--- config.mk ---
export PLATFORM = sky130hd
export DESIGN_NAME = sksub_exec
export DESIGN_NICKNAME = d
export VERILOG_FILES = /design/src/rtl/sksub_pkg.sv /design/src/rtl/sksub_subtractor.sv /design/src/rtl/sksub_exec.sv
export VERILOG_INCLUDE_DIRS = /design/src /design/src/rtl
export SDC_FILE = /design/constraint.sdc
export NUM_CORES = 1
export LEC_CHECK = 0
export BUFFER_PORTS_ARGS = -buffer_cell sky130_fd_sc_hd__buf_4
export CAP_MARGIN = 40
export CELL_PAD_IN_SITES_DETAIL_PLACEMENT = 1
export CELL_PAD_IN_SITES_GLOBAL_PLACEMENT = 1
export CORE_ASPECT_RATIO = 0.75
export CORE_MARGIN = 4
export CORE_UTILIZATION = 43
export CTS_CLUSTER_DIAMETER = 30
export DETAILED_ROUTE_END_ITERATION = 6
export PLACE_DENSITY_LB_ADDON = 0.1
export SKIP_CTS_REPAIR_TIMING = 1
export SLEW_MARGIN = 20
export SYNTH_ARGS = -nofsm -noshare
export SYNTH_HDL_FRONTEND = slang
export SYNTH_HIERARCHICAL = 1
export SYNTH_SLANG_ARGS = --single-unit
--- constraint.sdc ---
create_clock -name clk_sys -period 1.6 [get_ports clk_sys]
set_clock_uncertainty 0.1 [all_clocks]
set_input_delay 0 -clock clk_sys [delete_from_list [all_inputs] [get_ports clk_sys]]
set_output_delay 0 -clock clk_sys [all_outputs]
set_load 0.005 [all_outputs]
--- src/rtl/sksub_cfg.svh ---
// Purpose: Constants for the skip and subtract execution block.
// Assumes: 8-bit data path.
// Notes: Definitions only.
`ifndef SKSUB_CFG_SVH
`define SKSUB_CFG_SVH

`define SKSUB_DATA_W 8
`define SKSUB_BIT_SEL_W 3
`define SKSUB_MSB 7
`define SKSUB_NIBBLE_MSB 3
`define SKSUB_BYTE_ZERO 8'h00
`define SKSUB_WREG_RESET 8'h00

`endif

--- src/rtl/sksub_pkg.sv ---
// Purpose: Types shared by the skip and subtract execution block.
// Assumes: sksub_cfg.svh is on the include path.
// Notes: Holds types only.
`include "sksub_cfg.svh"

package sksub_pkg;

  typedef enum logic [2:0] {
    SKSUB_OP_NONE,
    SKSUB_OP_SKIP_BIT_NONZERO,
    SKSUB_OP_SKIP_IF_NONZERO,
    SKSUB_OP_SUB_TO_WREG,
    SKSUB_OP_SUBTRACT_TO_MEMORY,
    SKSUB_OP_SUB_IMMEDIATE
  } sksub_op_type;

  typedef struct packed {
    sksub_op_type op;
    logic [`SKSUB_BIT_SEL_W-1:0] bit_sel;
    logic [`SKSUB_DATA_W-1:0] mem_data;
    logic [`SKSUB_DATA_W-1:0] imm_data;
  } sksub_req_type;

  typedef struct packed {
    logic overflow_flag;
    logic zero_flag;
    logic half_borrow_flag;
    logic carry_flag;
    logic signed_borrow_flag;
    logic chained_null_flag;
  } sksub_flags_type;

endpackage

--- src/rtl/sksub_subtractor.sv ---
// Purpose: 8-bit subtractor producing a difference and the six arithmetic flags.
// Assumes: Two's-complement operands.
// Notes: Purely combinational.
`timescale 1ns/1ps
`default_nettype none
`include "sksub_cfg.svh"

module sksub_subtractor (
  input wire logic [`SKSUB_DATA_W-1:0] minuend,
  input wire logic [`SKSUB_DATA_W-1:0] subtrahend,
  output logic [`SKSUB_DATA_W-1:0] difference,
  output sksub_pkg::sksub_flags_type flags
);

  logic [`SKSUB_DATA_W:0] wide_diff;
  logic [`SKSUB_NIBBLE_MSB+1:0] low_diff;

  // (RULE9) Two's-complement difference.
  assign wide_diff = {1'b0, minuend} - {1'b0, subtrahend};
  assign low_diff = {1'b0, minuend[`SKSUB_NIBBLE_MSB:0]}
                  - {1'b0, subtrahend[`SKSUB_NIBBLE_MSB:0]};
  assign difference = wide_diff[`SKSUB_DATA_W-1:0];

  always_comb begin
    // (RULE5) Carry means no borrow.
    flags.carry_flag = ~wide_diff[`SKSUB_DATA_W];
    // (RULE9) Overflow, zero, half borrow.
    flags.overflow_flag = (minuend[`SKSUB_MSB] ^ subtrahend[`SKSUB_MSB])
                        & (minuend[`SKSUB_MSB] ^ difference[`SKSUB_MSB]);
    flags.zero_flag = (difference == `SKSUB_BYTE_ZERO);
    flags.half_borrow_flag = ~low_diff[`SKSUB_NIBBLE_MSB+1];
    // The signed result is below zero when sign and overflow disagree.
    flags.signed_borrow_flag = flags.overflow_flag ^ difference[`SKSUB_MSB];
    // A single-byte subtract has no earlier byte, so the chain is the plain zero.
    flags.chained_null_flag = flags.zero_flag;
  end

endmodule
`default_nettype wire

--- src/rtl/sksub_exec.sv ---
// Purpose: Execution of bit and byte skip tests and three subtract forms.
// Assumes: The pipeline presents one operation per req_valid pulse with the memory byte read.
// Notes: Results appear one clock after the request.
// Notes: The block holds no instruction state; the fetch side inserts the dummy slot.
//
// What this block does
// (RULE1) Bit test: skip when selected bit set.
// (RULE2) Taken skip squashes next fetched instruction.
// (RULE3) Byte test: write back, skip if nonzero.
// (RULE4) Register minus memory into working register.
// (RULE5) Subtract carry clear on borrow only.
// (RULE6) Subtracts update flags; skips leave them.
// (RULE7) Register minus memory written to memory.
// (RULE8) Register minus immediate into working register.
// (RULE9) Eight-bit two's-complement flags derived customarily.
`timescale 1ns/1ps
`default_nettype none
`include "sksub_cfg.svh"

module sksub_exec (
  input wire logic clk_sys,
  input wire logic rst_b,
  input wire logic req_valid,
  input wire sksub_pkg::sksub_req_type req,
  output logic squash_next,
  output logic mem_wr_en,
  output logic [`SKSUB_DATA_W-1:0] mem_wr_data,
  output logic [`SKSUB_DATA_W-1:0] working_register,
  output sksub_pkg::sksub_flags_type flags
);

  // ----------------------------------------------------------------
  // Reset release
  // ----------------------------------------------------------------
  logic rst_meta_b_r;
  logic rst_sync_b_r;

  // The pin reset is asynchronous. Releasing it through two flops makes every
  // register of the block behind the two synchroniser flops leave reset on the same clock edge.

  always_ff @(posedge clk_sys or negedge rst_b) begin
    if (!rst_b) begin
      rst_meta_b_r <= 1'b0;
      rst_sync_b_r <= 1'b0;
    end else begin
      rst_meta_b_r <= 1'b1;
      rst_sync_b_r <= rst_meta_b_r;
    end
  end

  // ----------------------------------------------------------------
  // Operation decode
  // ----------------------------------------------------------------
  // Each strobe is qualified by req_valid, so an idle cycle or an unknown
  // code holds the working register, the flags and mem_wr_data, and clears squash and write enable.
  logic do_skip_bit;
  logic do_skip_byte;
  logic do_sub_wreg;
  logic do_sub_mem;
  logic do_sub_imm;
  logic is_sub;

  always_comb begin
    do_skip_bit = 1'b0;
    do_skip_byte = 1'b0;
    do_sub_wreg = 1'b0;
    do_sub_mem = 1'b0;
    do_sub_imm = 1'b0;
    if (req_valid) begin
      case (req.op)
        sksub_pkg::SKSUB_OP_SKIP_BIT_NONZERO: begin
          do_skip_bit = 1'b1;
        end
        sksub_pkg::SKSUB_OP_SKIP_IF_NONZERO: begin
          do_skip_byte = 1'b1;
        end
        sksub_pkg::SKSUB_OP_SUB_TO_WREG: begin
          do_sub_wreg = 1'b1;
        end
        sksub_pkg::SKSUB_OP_SUBTRACT_TO_MEMORY: begin
          do_sub_mem = 1'b1;
        end
        sksub_pkg::SKSUB_OP_SUB_IMMEDIATE: begin
          do_sub_imm = 1'b1;
        end
        default: begin
          do_skip_bit = 1'b0;
        end
      endcase
    end
  end

  // (RULE6) Subtract class for the flags.
  assign is_sub = do_sub_wreg || do_sub_mem || do_sub_imm;

  // ----------------------------------------------------------------
  // Arithmetic
  // ----------------------------------------------------------------
  // The subtractor always runs; only the decode strobes decide what it updates.
  logic [`SKSUB_DATA_W-1:0] subtrahend;
  logic [`SKSUB_DATA_W-1:0] difference;
  sksub_pkg::sksub_flags_type sub_flags;

  // (RULE8) Immediate replaces the memory operand.
  assign subtrahend = (req.op == sksub_pkg::SKSUB_OP_SUB_IMMEDIATE) ? req.imm_data
                                                                     : req.mem_data;

  sksub_subtractor u_sub (
    .minuend(working_register),
    .subtrahend(subtrahend),
    .difference(difference),
    .flags(sub_flags)
  );

  // ----------------------------------------------------------------
  // Skip decision
  // ----------------------------------------------------------------
  logic skip_nxt;
  logic squash_r;
  logic [`SKSUB_DATA_W-1:0] bit_hit;
  logic bit_set;
  logic byte_set;

  // (RULE1) Per-bit select and test.
  // A decoded AND-OR keeps the selected-bit path as shallow as the byte test.
  for (genvar gi = 0; gi < `SKSUB_DATA_W; gi++) begin : g_bit_hit
    assign bit_hit[gi] = req.mem_data[gi] && (req.bit_sel == `SKSUB_BIT_SEL_W'(gi));
  end

  assign bit_set = |bit_hit;

  // (RULE3) Whole byte test.
  assign byte_set = (req.mem_data != `SKSUB_BYTE_ZERO);

  always_comb begin
    skip_nxt = 1'b0;
    if (do_skip_bit) begin
      skip_nxt = bit_set;
    end else if (do_skip_byte) begin
      skip_nxt = byte_set;
    end
  end

  // The pulse lasts one cycle; the fetch side swaps exactly that slot for a dummy.
  // (RULE2) One dummy cycle per taken skip.
  always_ff @(posedge clk_sys or negedge rst_sync_b_r) begin
    if (!rst_sync_b_r) begin
      squash_r <= 1'b0;
    end else begin
      squash_r <= skip_nxt;
    end
  end

  assign squash_next = squash_r;

  // ----------------------------------------------------------------
  // Working register
  // ----------------------------------------------------------------
  logic [`SKSUB_DATA_W-1:0] working_register_r;

  // A subtract in the very next cycle reads this register, so back-to-back
  // subtracts chain through it without any bypass path.

  always_ff @(posedge clk_sys or negedge rst_sync_b_r) begin
    if (!rst_sync_b_r) begin
      working_register_r <= `SKSUB_WREG_RESET;
    end else if (req_valid && (req.op == sksub_pkg::SKSUB_OP_SUB_TO_WREG
                            || req.op == sksub_pkg::SKSUB_OP_SUB_IMMEDIATE)) begin
      // (RULE4) Difference into working register.
      working_register_r <= difference;
    end
  end

  assign working_register = working_register_r;

  // ----------------------------------------------------------------
  // Memory write-back
  // ----------------------------------------------------------------
  logic mem_wr_en_r;
  logic [`SKSUB_DATA_W-1:0] mem_wr_data_r;

  // The write lands one cycle after the request, so the pipeline must still hold
  // the request's address then; mem_wr_data keeps its value between writes.

  always_ff @(posedge clk_sys or negedge rst_sync_b_r) begin
    if (!rst_sync_b_r) begin
      mem_wr_en_r <= 1'b0;
      mem_wr_data_r <= `SKSUB_BYTE_ZERO;
    end else begin
      mem_wr_en_r <= 1'b0;
      if (req_valid && req.op == sksub_pkg::SKSUB_OP_SUBTRACT_TO_MEMORY) begin
        // (RULE7) Difference back to memory.
        mem_wr_en_r <= 1'b1;
        mem_wr_data_r <= difference;
      end else if (req_valid && req.op == sksub_pkg::SKSUB_OP_SKIP_IF_NONZERO) begin
        // (RULE3) Same value written back.
        mem_wr_en_r <= 1'b1;
        mem_wr_data_r <= req.mem_data;
      end
    end
  end

  assign mem_wr_en = mem_wr_en_r;
  assign mem_wr_data = mem_wr_data_r;

  // ----------------------------------------------------------------
  // Flags
  // ----------------------------------------------------------------
  sksub_pkg::sksub_flags_type flags_r;

  // Skips and idle cycles hold the flags, so a skip placed between two
  // subtracts never disturbs the carry that the second one may need.
  // (RULE6) Only subtracts touch the flags.
  always_ff @(posedge clk_sys or negedge rst_sync_b_r) begin
    if (!rst_sync_b_r) begin
      flags_r <= '0;
    end else if (is_sub) begin
      flags_r <= sub_flags;
    end
  end

  assign flags = flags_r;

endmodule
`default_nettype wire

# --- Word level (Yosys, flattened, before mapping) ---
# Cells that the tools add are included.
# W data, S select, Z words.
totals:
  reg_bits: 25
  latchBits: 0
  mem_bits_rw: 0
  mem_bits_ro: 0
  input_bits: 25
  output_inout_bits: 24
  elab_cells: 67
  mem_count: 0
classes:
  add_sub_neg: 2
  mul: 0
  div_mod_pow: 0
  n_lt_le_gt_ge: 0
  eq_ne: 12
  n_shift: 0
  muxes: 17
  bitwise: 6
  n_reduce_logical: 19
op_table:
  columns: ["cell", "count"]
  rows:
  - ["$mux W8", 3]
  - ["$eq A3 B3 Y1 const B", 6]
  - ["$mux W1", 14]
  - ["$eq A3 B2 Y1 const B", 4]
  - ["$logic_and A1 B1 Y1", 11]
  - ["$sub A8 B8 Y9", 1]
  - ["$logic_not A8 Y1", 1]
  - ["$reduce_bool A8 Y1", 1]
  - ["$reduce_or A8 Y1", 1]
  - ["$eq A3 B1 Y1 const B", 2]
  - ["$sub A4 B4 Y5", 1]
  - ["$logic_not A3 Y1", 1]
  - ["$logic_or A1 B1 Y1", 3]
  - ["$xor A1 B1 Y1", 3]
  - ["$not A1 Y1", 2]
  - ["$reduce_bool A2 Y1", 1]
  - ["$and A1 B1 Y1", 1]

# --- Longest topological paths before layout ---
logic_depth:
  word_depth: 6
  mapped_depth: 17
  ltp_nobuf: 15

# --- Cells and area by module ---
# The synthesis kept the hierarchy.
by_module_without_submodules:
  columns: ["mod", "instances", "cells_each", "area_per_inst_um2", "seq_area_each_um2"]
  rows:
  - ["sksub_exec", 1, 116, 1391.3, 650.6]
  - ["sksub_subtractor", 1, 56, 402.9, 0.0]

# --- Worst setup path before layout ---
# No wires, ideal clock.
synth_timing:
  path_kind: "in2reg"
  start: "input req[20] in the netlist's numbering"
  end: "register flags_r (netlist bit flags[4])"
  arrival_time_ns: 3.065
  setup_slack_ns: -1.690
  stages: 17
  path_buffers: 2
  cell_sequence: "buf_6 clkinv_1 nand3_2 mux2_2 inv_1 ha_1 nor2b_1 o311ai_0 a21oi_1 o21a_1 nor2_1 fa_1 nand3_1 or4_1 nor3_2 buf_4 mux2_2"
synth_lines:
  columns: ["item", "line", "source"]
  rows:
  - ["start: declaration", "sksub_exec.sv:24", "input wire sksub_pkg::sksub_req_type req,"]
  - ["end signal: assignment", "sksub_exec.sv:218", "flags_r <= sub_flags;"]
  - ["end: declaration", "sksub_exec.sv:209", "sksub_pkg::sksub_flags_type flags_r;"]

==> results.md <==
- Area Growth Syn to Fin: 64.8%
- Met2 wire length: 4.45 mm
- Worst hold stages: 4
- Initial DRC count: approximately 190
- Critical path type: reg -> reg
- Final Slew Violations: 0
- RSZ-0062 raised after global routing: yes
- Ant diodes: 0
- Final Non-Filler Cells: roughly 330
- Final Cell Area: 2960 sq um
- CP endpoint kind: flip-flop
- Final total power: 5.17 mW
- Worst-Skew Late Latency: 0.28 ns
- Crit path setup slack, layout: -1.53 ns
- Clock-pin transition on the worst setup and hold timing paths: about 0.11 ns
- M1 WL: between 3 and 4 mm
- Top Layer Used: met4
- Crit-path cells: ha_1 -> nor2b_4 -> o311ai_4 -> a21oi_2 -> o21a_1 -> nor2_1 -> fa_1 -> nand3_1 -> or4_4 -> nor3_4 -> mux2_2
- Worst Path Required: approximately 1.7 ns
- Total die area: 5280 sq um
- CTS max path bufs: 2
- Leakage: 1.39 nW
- Setup violations, final: 21
- Via count of the first global-routing pass: approximately 2000
- Pre-CTS setup slack: -1.53 ns
- Vias/cell: 6.19
- Number of remaining DRC errors: 0
- Synthesized flop and latch total: 26
- IO Pins: 49
- Met3 wire len: 655 um
- Global Route Usage Sum: 0.261
- Std cell rows: 20
- Iteration count of the initial detailed-routing pass: 4
- Area of the core: between 4000 and 5000 sq um
- Post-Place Cells: 315
- Final period util: 1.96
- Fillcell total: 404
- Maxcap violations: 0
- Reg area: 651 sq um
- Starting Density: 0.445
- Post-DP Area: around 2600 sq um
- Die Height: ~64 um
- Final nets: 310
- Total CTS buffers: 3
- CTS tree: built
- Critical path's largest stage delay: 0.56 ns
- Clock Sinks: 26
- Post-DR wirelength/cell: 27.7 um
- Hold_ws: ~0.04 ns
- Root Driver: clkbuf_8
- Slowest cell on the critical path: fa_1
- Multi-input gate area: 1310 sq um
- Post-route core utilization: 0.734
- Synthesized Nets: just over 200
- Yosys cell types: 44
- GP Congestion: 0.861
- Final TNS setup: -14.90 ns
- Peak supply drop: 1.17 mV
- Port buffer count: 48
- Reg2reg path depth: 11
- Outcome: finished, violations left
- Peak Freq: 0.319 GHz
- WP data arrival: 3.25 ns
- Worst Tran Pin Value: 0.523 ns
- Hold Path Class: in -> reg
- Sequential area share after synthesis: 0.363
- Slew headroom: 0.647
- Critical Path Start Type: flip-flop
- Largest net degree at the start of global routing: 25
- Failing checks: setup timing
- Initial antenna violation count: 0
- Drt total wl: 9.11 mm
- CP max FO: 3
- H-tree depth: 1
- Hold Violations, Final: 0
- Share of cells above drive strength 1: 0.639
- First-pass GRT wire length: around 10 mm
- Instance count of the mapped netlist: approximately 170
- Synthesized area: 1790 sq um
- Detail Placement HPWL: 5.29 mm
- Via count: 2038
- Yosys warning total: 6
- Total gr overflow: 0
- DIE WIDTH: 82.6 um
- Total power density per cell area: ~1700 nW/um^2
- Min Tclk post-route: 3.13 ns
- Syn Area/Cell: between 10 and 15 sq um
- Antenna Nets Post-Route: 0
[synthesized netlist by cell type]
master | count | area [sq um]
dfrtp_1 | 26 | 651
mux2_2 | 24 | 270
nor2_1 | 15 | 56.3
o221ai_1 | 13 | 114
inv_1 | 12 | 45.0
a21oi_1 | 11 | 55.1
ha_1 | 8 | 100
nand2b_1 | 5 | 31.3
o311ai_0 | 5 | 43.8
nor3_1 | 4 | 20.0
buf_2 | 3 | 15.0
nor2b_1 | 3 | 18.8
o21ai_0 | 3 | 15.0
or4_1 | 3 | 22.5
buf_4 | 2 | 15.0
fa_1 | 2 | 40.0
nand2_1 | 2 | 7.51
o21a_1 | 2 | 15.0
or2_2 | 2 | 12.5
xnor2_1 | 2 | 17.5
xor2_1 | 2 | 17.5
a211oi_1 | 1 | 7.51
and3b_1 | 1 | 8.76
buf_6 | 1 | 11.3
clkinv_1 | 1 | 3.75
conb_1 | 1 | 3.75
inv_2 | 1 | 3.75
mux4_2 | 1 | 22.5
nand3_1 | 1 | 5.00
nand3_2 | 1 | 10.0
nand3b_1 | 1 | 7.51
nor2_4 | 1 | 11.3
nor3_2 | 1 | 10.0
nor4_1 | 1 | 6.26
nor4bb_1 | 1 | 10.0
o2111ai_1 | 1 | 8.76
o21ai_1 | 1 | 5.00
o21ai_4 | 1 | 16.3
o31a_1 | 1 | 8.76
o31ai_2 | 1 | 12.5
or2_1 | 1 | 6.26
or2b_1 | 1 | 7.51
or3b_1 | 1 | 8.76
xnor2_2 | 1 | 16.3
[flip-flops by register name (all words and copies together), names as in the netlist]
signal,count
mem_wr_data,8
working_register,8
flags,6
mem_wr_en,1
rst_meta_b_r,1
rst_sync_b_r,1
squash_next,1
[final timing paths]
| kind | from | to | slack, ns |
|---|---|---|---|
| setup / recovery | working_register[1] | flags[4] | -1.53 |
| hold / removal | req[18] | squash_next | 0.04 |
| setup reg to reg | working_register[1] | flags[4] | -1.53 |
| hold reg to reg | rst_sync_b_r | flags[0] | 0.13 |
| max in group asynchronous | rst_b | rst_meta_b_r | 0.77 |
| min in group asynchronous | rst_sync_b_r | flags[0] | 0.13 |
[final cells by class]
cell class                      instances  share of cell area
Multi-Input combinational cell        126               0.443
Sequential cell                        26               0.220
Tap cell                               55              0.0233
Clock buffer                            4              0.0186
Inverter                               14              0.0220
Timing Repair Buffer                  104               0.273
[kinds of logic after synthesis]
| logic type | synth area share |
|---|---|
| flops | 0.363 |
| fa+ha+maj | 0.0781 |
| compound gates | 0.168 |
| simple gates | 0.145 |
| mux | 0.163 |
| xor+xnor | 0.0286 |
| other cells | 0.00209 |
| buf+inv | 0.0523 |
[placed cells by master, fill, tap and decap left out, types with 3 or more instances in the layout]
cell	n
nor3_1	3
buf_6	5
o221ai_1	7
inv_1	6
ha_1	6
a21oi_1	4
a21oi_2	5
dfrtp_1	26
xnor2_2	3
nor2_1	13
buf_4	96
nand2b_1	4
mux2_4	12
dlygate4sd3_1	3
clkbuf_8	4
o221ai_2	6
inv_2	7
o311ai_0	3
mux2_2	12
[worst max-delay path: cells and delay by family, from the launching register on]
| family | cells | cell delay, ns |
|---|---|---|
| compound gates | 3 | 0.51 |
| fa+ha+maj | 2 | 0.85 |
| flops | 1 | 0.41 |
| mux | 1 | 0.20 |
| simple gates | 5 | 0.98 |
[report_power, final]
group	internal (mW)	total, mW	switching, mW
combinational	1.94	3.70	1.76
clock	0.221	0.461	0.240
sequential	0.839	1.00	0.164
[layer usage]
layer,GRT usage,up-vias
met4,0.0653,0
met5,0,-
met3,0.0535,45
li1,-,836
met1,0.338,1030
met2,0.442,127
Note: power is estimated with default switching activity, not from simulation.
